**config.mk**
```make
export PLATFORM = sky130hd
export DESIGN_NAME = ppc_pin_cfg
export DESIGN_NICKNAME = d
export VERILOG_FILES = /design/src/verilog/ppc_pkg.sv /design/src/verilog/ppc_pin_cfg.sv
export SDC_FILE = /design/constraint.sdc
export NUM_CORES = 1
export LEC_CHECK = 0
export BUFFER_PORTS_ARGS = -buffer_cell sky130_fd_sc_hd__clkbuf_2
export CORE_ASPECT_RATIO = 1.25
export CORE_MARGIN = 10
export CORE_UTILIZATION = 45
export CTS_BUF_LIST = sky130_fd_sc_hd__clkbuf_8
export CTS_CLUSTER_DIAMETER = 60
export DETAILED_ROUTE_END_ITERATION = 6
export PLACE_DENSITY = 0.78
export SLEW_MARGIN = 20
export SYNTH_ARGS = -nofsm -noshare
export SYNTH_HDL_FRONTEND = slang
export SYNTH_SLANG_ARGS = --single-unit
```
**constraint.sdc**
```tcl
create_clock -name ref_clk -period 5.4 [get_ports ref_clk]
set_clock_uncertainty 0.15 [all_clocks]
set_input_delay 0.81 -clock ref_clk [delete_from_list [all_inputs] [get_ports ref_clk]]
set_output_delay 0.81 -clock ref_clk [all_outputs]
set_load 0.05 [all_outputs]
```
**src/verilog/ppc_pkg.sv**
```systemverilog
// Purpose: Shared constants and carrier types for the port pin configuration block.
// Assumes: Registers sit one per aligned 32-bit word; data lives in bits 7:0.
// Notes:   All register reset values are zero, so every pull device starts off.
`default_nettype none
package ppc_pkg;

  localparam logic [7:0] OFS_M_DRIVE   = 8'h00;
  localparam logic [7:0] OFS_M_PULL    = 8'h04;
  localparam logic [7:0] OFS_P_POL     = 8'h08;
  localparam logic [7:0] OFS_P_IEN     = 8'h0c;
  localparam logic [7:0] OFS_P_FLAGS   = 8'h10;
  localparam logic [7:0] OFS_P_PULL    = 8'h14;
  localparam logic [7:0] OFS_AD_DRIVE  = 8'h18;
  localparam logic [7:0] OFS_AD_PULLUP = 8'h1c;
  localparam logic [7:0] OFS_BUS_DRIVE = 8'h20;
  localparam logic [7:0] OFS_H_POL     = 8'h24;
  localparam logic [7:0] OFS_H_IEN     = 8'h28;
  localparam logic [7:0] OFS_H_FLAGS   = 8'h2c;
  localparam logic [7:0] OFS_J_POL     = 8'h30;
  localparam logic [7:0] OFS_J_IEN     = 8'h34;
  localparam logic [7:0] OFS_J_FLAGS   = 8'h38;

  localparam logic [7:0] REG_RST       = 8'h00;
  localparam logic [7:0] PORT_J_MASK   = 8'hf7;

  localparam int BUS_K_BIT = 7;
  localparam int BUS_E_BIT = 4;
  localparam int BUS_B_BIT = 1;
  localparam int BUS_A_BIT = 0;

  typedef struct packed {
    logic [7:0] p;
    logic [7:0] h;
    logic [7:0] j;
  } ppc_pins_t;

  typedef struct packed {
    logic [7:0] m_out;
    logic [7:0] m_wor;
    logic [7:0] p_out;
    logic [7:0] ad_hi_out;
    logic [7:0] ad_top_out;
    logic [7:0] j_iic;
    logic       emul;
  } ppc_dir_t;

  typedef struct packed {
    logic [7:0] m_rdrive;
    logic [7:0] m_pull;
    logic [7:0] p_pull_up;
    logic [7:0] p_pull_dn;
    logic [7:0] ad_hi_rdrive;
    logic [7:0] ad_top_pullup;
    logic [7:0] j_odrain;
    logic [3:0] bus_rdrive;
    logic       irq_p;
    logic       irq_h;
    logic       irq_j;
    logic       wake;
  } ppc_pad_t;

  typedef struct packed {
    logic [7:0]  m_rdr;
    logic [7:0]  m_pull;
    logic [7:0]  p_pol;
    logic [7:0]  p_en;
    logic [7:0]  p_flg;
    logic [7:0]  p_pull;
    logic [7:0]  ad_rdr;
    logic [7:0]  ad_pu;
    logic [7:0]  ebi;
    logic [7:0]  h_pol;
    logic [7:0]  h_en;
    logic [7:0]  h_flg;
    logic [7:0]  j_pol;
    logic [7:0]  j_en;
    logic [7:0]  j_flg;
    ppc_pins_t   s1;
    ppc_pins_t   s2;
    ppc_pins_t   prev;
    ppc_pad_t    pad;
    logic        ack;
    logic [31:0] rdata;
  } ppc_state_t;

endpackage
`default_nettype wire

```
**src/verilog/ppc_pin_cfg.sv**
```systemverilog
// Purpose: Pin drive, pull and edge interrupt configuration for ports M, P, H, J, AD1 and bus ports.
// Assumes: Avalon-MM slave with waitrequest; pin levels are asynchronous to ref_clk.
// Notes:   Every access takes one wait cycle; flags clear by writing ones.
//
// Functional notes
// - Falling polarity selected: a falling port P edge sets that pin's flag.
// - Rising polarity selected: a rising port P edge sets that pin's flag.
// - Falling polarity pulls up, rising pulls down, only with pull enable and input.
// - Per-pin port P enable: 0 masks the flag, 1 lets it request.
// - Port M drive bits pick full or one-sixth drive; ignored for inputs.
// - Port M pull enable acts for inputs or wired-OR outputs, not push-pull.
// - Port M pull enables are all off after reset.
// - Analog upper-byte drive bits reduce drive of outputs only.
// - Analog top pull-ups act only for inputs and are off after reset.
// - Bus drive bits 7, 4, 1, 0 reduce ports K, E, B, A.
// - Port-wide reduced drive applies whatever function owns the pin.
// - Emulation mode disables port-wide reduced drive on bus ports.
// - Implemented bits without drive function still store and read back.
// - All eight port H pins detect edge interrupts.
// - Port J pins 7 to 4 and 2 to 0 detect edge interrupts.
// - Serial two-wire precedence turns port J pins open-drain.
// - Flag and enable both set raise the port request and wake.
// - All pins of a port share one request; direction does not matter.
`timescale 1ns/10ps
`default_nettype none
module ppc_pin_cfg (
  input  wire logic              ref_clk,
  input  wire logic              resetn,
  input  wire logic [7:0]        address,
  input  wire logic              read,
  input  wire logic              write,
  input  wire logic [31:0]       writedata,
  input  wire logic [3:0]        byteenable,
  output logic      [31:0]       readdata,
  output logic                   waitrequest,
  input  wire ppc_pkg::ppc_pins_t pins_i,
  input  wire ppc_pkg::ppc_dir_t  dir_i,
  output ppc_pkg::ppc_pad_t       pad_o
);
  import ppc_pkg::*;

  ppc_state_t st_r;
  ppc_state_t st_nxt;
  logic       req;
  logic       taken;
  logic [7:0] wd;
  logic [7:0] clr_p;
  logic [7:0] clr_h;
  logic [7:0] clr_j;
  logic [7:0] rsel;

  // Polarity 1 catches rising edges, 0 falling edges.
  function automatic logic [7:0] edge_hit(input logic [7:0] prv,
                                          input logic [7:0] cur,
                                          input logic [7:0] pol);
    return (pol & cur & ~prv) | (~pol & prv & ~cur);
  endfunction

  assign req         = read | write;
  assign waitrequest = req & ~st_r.ack;
  assign taken       = req & st_r.ack;
  assign wd          = writedata[7:0];
  assign readdata    = st_r.rdata;
  assign pad_o       = st_r.pad;

  always_comb begin
    st_nxt = st_r;
    clr_p  = 8'h00;
    clr_h  = 8'h00;
    clr_j  = 8'h00;
    rsel   = 8'h00;

    st_nxt.ack = req & ~st_r.ack;

    // The first stage feeds only the second; edges compare stage two with its
    // previous value, so a metastable sample never reaches the flags.
    st_nxt.s1   = pins_i;
    st_nxt.s2   = st_r.s1;
    st_nxt.prev = st_r.s2;

    if (write && taken && byteenable[0]) begin
      if (address == OFS_M_DRIVE) begin
        st_nxt.m_rdr = wd;
      end else if (address == OFS_M_PULL) begin
        st_nxt.m_pull = wd;
      end else if (address == OFS_P_POL) begin
        st_nxt.p_pol = wd;
      end else if (address == OFS_P_IEN) begin
        st_nxt.p_en = wd;
      end else if (address == OFS_P_FLAGS) begin
        clr_p = wd;
      end else if (address == OFS_P_PULL) begin
        st_nxt.p_pull = wd;
      end else if (address == OFS_AD_DRIVE) begin
        st_nxt.ad_rdr = wd;
      end else if (address == OFS_AD_PULLUP) begin
        st_nxt.ad_pu = wd;
      end else if (address == OFS_BUS_DRIVE) begin
        st_nxt.ebi = wd;
      end else if (address == OFS_H_POL) begin
        st_nxt.h_pol = wd;
      end else if (address == OFS_H_IEN) begin
        st_nxt.h_en = wd;
      end else if (address == OFS_H_FLAGS) begin
        clr_h = wd;
      end else if (address == OFS_J_POL) begin
        st_nxt.j_pol = wd & PORT_J_MASK;
      end else if (address == OFS_J_IEN) begin
        st_nxt.j_en = wd & PORT_J_MASK;
      end else if (address == OFS_J_FLAGS) begin
        clr_j = wd;
      end
    end

    // A new edge in the clearing cycle survives: the set term is ORed last.
    st_nxt.p_flg = (st_r.p_flg & ~clr_p)
                 | edge_hit(st_r.prev.p, st_r.s2.p, st_r.p_pol);
    st_nxt.h_flg = (st_r.h_flg & ~clr_h)
                 | edge_hit(st_r.prev.h, st_r.s2.h, st_r.h_pol);
    st_nxt.j_flg = (st_r.j_flg & ~clr_j)
                 | (edge_hit(st_r.prev.j, st_r.s2.j, st_r.j_pol)
                    & PORT_J_MASK);

    if (read && !st_r.ack) begin
      if (address == OFS_M_DRIVE) begin
        rsel = st_r.m_rdr;
      end else if (address == OFS_M_PULL) begin
        rsel = st_r.m_pull;
      end else if (address == OFS_P_POL) begin
        rsel = st_r.p_pol;
      end else if (address == OFS_P_IEN) begin
        rsel = st_r.p_en;
      end else if (address == OFS_P_FLAGS) begin
        rsel = st_r.p_flg;
      end else if (address == OFS_P_PULL) begin
        rsel = st_r.p_pull;
      end else if (address == OFS_AD_DRIVE) begin
        rsel = st_r.ad_rdr;
      end else if (address == OFS_AD_PULLUP) begin
        rsel = st_r.ad_pu;
      end else if (address == OFS_BUS_DRIVE) begin
        rsel = st_r.ebi;
      end else if (address == OFS_H_POL) begin
        rsel = st_r.h_pol;
      end else if (address == OFS_H_IEN) begin
        rsel = st_r.h_en;
      end else if (address == OFS_H_FLAGS) begin
        rsel = st_r.h_flg;
      end else if (address == OFS_J_POL) begin
        rsel = st_r.j_pol;
      end else if (address == OFS_J_IEN) begin
        rsel = st_r.j_en;
      end else if (address == OFS_J_FLAGS) begin
        rsel = st_r.j_flg;
      end
      st_nxt.rdata = {24'h000000, rsel};
    end

    st_nxt.pad.m_rdrive = st_nxt.m_rdr & dir_i.m_out;
    st_nxt.pad.m_pull   = st_nxt.m_pull & (~dir_i.m_out | dir_i.m_wor);
    st_nxt.pad.p_pull_up = st_nxt.p_pull & ~dir_i.p_out & ~st_nxt.p_pol;
    st_nxt.pad.p_pull_dn = st_nxt.p_pull & ~dir_i.p_out & st_nxt.p_pol;
    st_nxt.pad.ad_hi_rdrive  = st_nxt.ad_rdr & dir_i.ad_hi_out;
    st_nxt.pad.ad_top_pullup = st_nxt.ad_pu & ~dir_i.ad_top_out;
    st_nxt.pad.j_odrain = dir_i.j_iic & PORT_J_MASK;

    // Bus port drive ignores pin ownership and direction on purpose.
    st_nxt.pad.bus_rdrive = {st_nxt.ebi[BUS_K_BIT], st_nxt.ebi[BUS_E_BIT],
                             st_nxt.ebi[BUS_B_BIT], st_nxt.ebi[BUS_A_BIT]}
                          & {4{~dir_i.emul}};

    st_nxt.pad.irq_p = |(st_nxt.p_flg & st_nxt.p_en);
    st_nxt.pad.irq_h = |(st_nxt.h_flg & st_nxt.h_en);
    st_nxt.pad.irq_j = |(st_nxt.j_flg & st_nxt.j_en);
    st_nxt.pad.wake  = st_nxt.pad.irq_p | st_nxt.pad.irq_h
                     | st_nxt.pad.irq_j;
  end

  always_ff @(posedge ref_clk or negedge resetn) begin
    if (!resetn) begin
      st_r        <= '0;
      st_r.m_pull <= REG_RST;
      st_r.ad_pu  <= REG_RST;
    end else begin
      st_r <= st_nxt;
    end
  end

  // Checks.
  logic [7:0] p_fall;
  logic [7:0] p_rise;
  logic [7:0] h_hit;
  logic [7:0] j_hit;

  assign p_fall = st_r.prev.p & ~st_r.s2.p & ~st_r.p_pol;
  assign p_rise = ~st_r.prev.p & st_r.s2.p & st_r.p_pol;

  // Written out again here rather than through the function, so a slip in the
  // function cannot hide itself from the checks.
  assign h_hit = (st_r.h_pol & st_r.s2.h & ~st_r.prev.h)
               | (~st_r.h_pol & st_r.prev.h & ~st_r.s2.h);
  assign j_hit = ((st_r.j_pol & st_r.s2.j & ~st_r.prev.j)
               | (~st_r.j_pol & st_r.prev.j & ~st_r.s2.j)) & PORT_J_MASK;
endmodule
`default_nettype wire

```
# Word-level counts from Yosys, hierarchy flattened

Cells that the tools add are included.

Equality and inequality tests: 14
Mux-type cells: 90
Bitwise gates (word level): 68
Reduce and logical (&&, ||, !) cells: 11

Operator list:

| kind                 | count |
|---|---|
| $mux W8              | 77 |
| $mux W48             | 6 |
| $and A8 B8 Y8        | 25 |
| $not A8 Y8           | 16 |
| $mux W32             | 2 |
| $eq A8 B6 Y1 const B | 7 |
| $or A8 B8 Y8         | 7 |
| $mux W24             | 2 |
| $mux W40             | 1 |
| $eq A8 B5 Y1 const B | 4 |
| $mux W16             | 2 |
| $reduce_or A8 Y1     | 3 |
| $eq A8 B4 Y1 const B | 2 |
| $not A1 Y1           | 14 |
| $reduce_and A14 Y1   | 1 |
| $reduce_and A11 Y1   | 1 |
| $reduce_and A10 Y1   | 1 |
| $eq A8 B3 Y1 const B | 1 |
| $logic_not A8 Y1     | 1 |
| $and A4 B4 Y4        | 1 |
| $logic_and A1 B1 Y1  | 3 |
| $or A1 B1 Y1         | 3 |
| $and A1 B1 Y1        | 2 |
| $logic_not A1 Y1     | 1 |

Register bits: 263
Logic and storage cells: 222

# Longest topological paths before layout

Gate-level depths: netlist of the first run.

Word-level depth: 23
Mapped depth: 9
Depth with buffers taken out: 6

# Worst setup path after synthesis of the first run

No wires, ideal clock.

Kind: input to register
Start point: input port address[2]
End point: register st_r (netlist bit pad_o[0])
Arrival: 3.016 ns
Library setup time: 0.131 ns
Setup slack: 2.102 ns
Stages: 7
Cell sequence: buf_2 nor4b_4 nand3_4 mux2_4 a22o_1 or4_4 or3_1

RTL lines:

| item                 | RTL line           | source |
|---|---|---|
| from (decl)          | ppc_pin_cfg.sv:29  | `input wire logic [7:0] address,` |
| to (signal assigned) | ppc_pin_cfg.sv:185 | `st_r <= st_nxt;` |
| to (decl)            | ppc_pin_cfg.sv:42  | `ppc_state_t st_r;` |

==> impl_metrics.toml, run 1 <==
[status]
outcome = "finished clean"

[placement]
hpwl_mm = 19.4
place.port_buffers = 163
dp.cells = 1206
place.gp.congestion = 0.961
place_area_um2 = 11200

[critical_path]
required_ps = 5660
crit_fanout = 12
end_kind = "register"
startpoint = "address[2]"
timing.rr.start = "st_r[32]"
critPathSlowestCell = "or4_1"
path_cells = "clkbuf_2 > and4bb_1 > nand3_2 > mux2_1 > a22o_1 > or4_1 > or3_1"
max_stage_delay_ps = 640
crit_family = "simple AND/OR/NAND/NOR gates"
startpoint_type = "primary input"
path_buf_inv = 1
cp.arrival_ps = 3730
crit_type = "primary input to register"

[die]
fp.dieArea_um2 = 30400
start_util = 0.454
die_w_um = 158
core_um2 = 23600
ios = 218
die_y_um = 192
row_count = 63

[run]
maxCapViolCount = 0

[timing]
fin_setup_tns_ps = 0
period_share = 0.643
period_needed_ps = 3470
worst_pin_slew_ps = 1040
finalHoldViolCount = 0
setup_violations = 0
rsz0062_at_grt = "false"
slew_violations = 0
fmax_mhz = 288
slew_headroom = 0.303
worst_hold_slack_ps = 118

[detailed_routing]
routed_wl_mm = 27.6
ant_nets = 0
via_count = 7025
dr.pass1.iters = 6
drc_errors = 0
first_iter_violations = 654
via_per_inst = 5.49
wl_per_cell_um = 21.6

[global_routing]
antenna_found_initial = 2
overflow = 0
first_global_vias = 7307
grt_pass1_wl_mm = 41.7
grt_usage = 0.180
grt_max_degree = 122

[yosys]
synth_enable_flop_cells = 0
synth_area_um2 = 10700
synth_common_cells = "dfrtp_1 (260), buf_4 (96), mux2_2 (77)"
yosys.area.top_type_share = 0.609
yosysTopAreaCell = "dfrtp_1"
synthArstFlopShare = 1.00
seq_area_frac_synth = 0.609
synth_area_leaders = "dfrtp_1 (61%), mux2_2 (8.1%), buf_4 (6.7%)"
yosysWarnings = 0
ys_seq_elements = 260
synth.avg_cell_area_um2 = 12.7
ys.flop_type = "dfrtp_1"
synth.most_common_cell = "dfrtp_1"
synth.distinct_cells = 55
postSynthCellCount = 841

[clock_tree]
cts_buffer_depth = 3
cts.sink_count = 260
clock_latency_ps = 560
ctsHoldBuffers = 0
h-tree-depth = 2
cts_tree = "done"
root_buffer = "clkbuf_8"
postCtsSetupBuffers = 0
numCtsBuffers = 42
clk_pin_slew_worst_paths_ps = 70
ctsResizeCount = 0

[finish]
final_area_um2 = 12000
syn_to_final_growth_pct = 12.6
fillers = 2022
instances_no_fill = 1280
final_layout_size_suffix_gt1_frac = 0.326
layout.nets = 1079

[power_and_ir_drop]
ir_drop_mv = 0.145
p_leak_nw = 5.97
p_per_area_nw_per_um2 = 333

[hold_path]
hold_path.class = "primary input to asynchronous set/reset pin"
state kept, by name, summed over array words and instances (netlist names):
register and flops:
st_nxt 46, st_r 143, pad_o 63, readdata 8
power by group:
group / switching, W / internal [W]
clock: 0.000753 / 0.000899
sequential: 0.0000355 / 0.00201
combinational: 0.000240 / 0.0000761
final cells by class:
cell class | instances | area [µm²] | share of cell area
clock buffers | 51 | 702 | 0.0583
repair buffers | 171 | 898 | 0.0746
clock inverters | 21 | 118 | 0.00977
well taps | 292 | 365 | 0.0304
diodes | 2 | 5.00 | 0.000416
multi-input cells | 458 | 3350 | 0.278
flip-flops and latches | 260 | 6510 | 0.541
inverters | 25 | 93.8 | 0.00780
worst reg2reg max path: stages, from the launching register on:
cell and delay (ps):
dfrtp_1 470, and3_1 190, buf_4 300, nand3_2 290, mux2_1 420, a22o_1 240
or4_1 640, or3_1 410
metal layers:
layer | vias up | wire length (µm) | global-route usage
met1 | 3483 | 10200 | 0.209
met3 | 61 | 2510 | 0.0493
met5 | - | 0 | 0
li1 | 3122 | - | -
met4 | 0 | 944 | 0.0836
met2 | 359 | 14000 | 0.303
kinds of logic after synthesis:
group,synth area share
simple gates,0.120
flops,0.609
buf+inv,0.0867
other cells,0.000351
compound gates,0.0840
mux,0.100
path summary, 6_finish.rpt:
| path | cells after the start | endpoint | slack (ps) |
|---|---|---|---|
| min | 1 | pad_o[30] | 120 |
| max | 7 | pad_o[0] | 1930 |
| max in group asynchronous | 2 | st_nxt[128] | 3740 |
| min reg2reg | 0 | st_nxt[115] | 180 |
| min in group ref_clk | 0 | st_nxt[115] | 180 |
| max reg2reg | 7 | pad_o[0] | 2140 |
stage by stage:
step	power (W)	worst slack, ps	utilization
global route	0.00417	1880	0.510
finish	0.00401	1930	0.511
CTS	0.00406	2010	0.510
floorplan	0.00229	2100	-
global placement	0.00239	1480	0.476
detailed placement	0.00239	1440	0.476
cell usage in the layout (no fill, tap or decap), types with 3 or more instances in the layout:
master	instances
buf_4	7
nor2b_1	15
nor2_1	52
a222oi_1	6
o22ai_1	3
a221o_1	15
clkbuf_2	162
and2_1	26
or4_1	3
mux2i_1	10
nand2_1	46
nor3_1	16
o32a_1	3
conb_1	25
a21boi_0	8
nand3_1	15
inv_1	37
a22oi_1	38
mux2_1	8
clkbuf_8	51
a22o_1	12
and4_1	5
a21oi_1	8
nor3b_1	8
dfrtp_1	260
and2_0	3
nand4_1	18
mux2_2	77
a211o_1	8
clkinv_2	7
Note: power is estimated with default switching activity, not from simulation.
==> run 2: changes to the inputs <==
clock period = 3.5 ns   (was 5.4 ns; I/O delays follow)
==> impl_metrics.toml, run 2 (synthesis gave the netlist of run 1 again) <==
[placement]
place.gp.congestion = 0.959
place_area_um2 = 11400
hpwl_mm = 20.3
place.port_buffers = 163

[die]
die_w_um = 158
ios = 218
row_count = 63
fp.dieArea_um2 = 30400
core_um2 = 23600
die_y_um = 192
start_util = 0.454

[clock_tree]
clk_pin_slew_worst_paths_ps = 60
root_buffer = "clkbuf_8"
h-tree-depth = 2
cts.sink_count = 260
clock_latency_ps = 530
ctsResizeCount = 0
cts_tree = "done"
cts_buffer_depth = 3
numCtsBuffers = 41

[timing]
fin_setup_tns_ps = 0
period_needed_ps = 3070
slew_violations = 0
fmax_mhz = 325
finalHoldViolCount = 0
rsz0062_at_grt = "false"
slew_headroom = 0.495
worst_pin_slew_ps = 756
setup_violations = 0
period_share = 0.878
worst_hold_slack_ps = 13.0

[finish]
final_cell_mix = "dfrtp_1 (260), clkbuf_2 (162), mux2_2 (77)"
fillers = 1982
antennaDiodeCount = 0
syn_to_final_growth_pct = 18.2
final_common_cell = "dfrtp_1"
multi_input_area_um2 = 3350
final_layout_size_suffix_gt1_frac = 0.329
final_area_um2 = 12600
largest_reg_flops = 143
top_register = "st_r"
layout.nets = 1145
seqCellArea_um2 = 6510

[power_and_ir_drop]
p_per_area_nw_per_um2 = 492
p_leak_nw = 6.27
ir_drop_mv = 0.248

[detailed_routing]
via_count = 7211
via_per_inst = 5.37
routed_wl_mm = 28.1
first_iter_violations = 531
dr.pass1.iters = 5
wl_per_cell_um = 20.9
drc_errors = 0
ant_nets = 0

[critical_path]
startpoint_type = "register"
cp.arrival_ps = 3340
r2r_slack_ps = 430
crit_type = "register to register"
crit_fanout = 8
end_kind = "register"
required_ps = 3760

[run]
maxCapViolCount = 0

[global_routing]
first_global_vias = 7664
grt_usage = 0.186
grt_pass1_wl_mm = 43.2
antenna_found_initial = 1
grt_max_degree = 88
overflow = 0

[status]
outcome = "finished clean"

[hold_path]
hold_path.class = "primary input to register"
-- run 2: path summary, 6_finish.rpt --
check,cells past startpoint,start,end
max in group asynchronous,3,resetn,st_r[280]
worst min register to register,0,st_nxt[129],st_nxt[105]
min in group asynchronous,2,resetn,pad_o[28]
worst min-delay path,2,dir_i[30],pad_o[45]
worst max-delay path,6,st_r[32],pad_o[0]
worst max register to register,6,st_r[32],pad_o[0]
-- run 2: repair_timing --
| item | 4_1_cts | 5_1_grt |
|---|---|---|
| hold buffers | 41 | 0 |
| setup buffers | 0 | 0 |
| hold endpoints to repair | 123 | 0 |
-- run 2: power by group --
part / leakage [nW] / internal, W / total, W / switching, W
registers: 3.31 / 0.00310 / 0.00315 / 0.0000543
logic: 2.50 / 0.000158 / 0.000538 / 0.000380
clock network: 0.465 / 0.00138 / 0.00252 / 0.00115
-- run 2: stage by stage --
step	utilization	std cells	total power, W	setup WS [ps]
3_3_place_gp	0.485	1232	0.00370	216
2_1_floorplan	-	865	0.00353	487
3_5_place_dp	0.485	1232	0.00371	191
4_1_cts	0.536	1344	0.00628	514
5_1_grt	0.536	1344	0.00647	348
6_report	0.536	1344	0.00621	426
-- run 2: final cells by class --
cell class                      instances  area share
Sequential cell                       260       0.515
Multi-Input combinational cell        458       0.265
Timing Repair Buffer                  238       0.120
Clock buffer                           47      0.0512
Tap cell                              292      0.0289
Clock inverter                         24      0.0125
Inverter                               25     0.00743
-- run 2: per-layer routing --
layer,vias up,track usage,wire length (µm)
li1,3235,-,-
met1,3589,0.216,10500
met2,314,0.323,14400
met3,71,0.0341,2040
met4,2,0.0908,1180
met5,-,0,9
-- run 2: worst max-delay path: stages, from the launching register on --
cell and delay [ps]:
dfrtp_1 530, and3_1 330, nand3_2 250, mux2_1 410, a22o_1 240, or4_1 630, or3_1 400
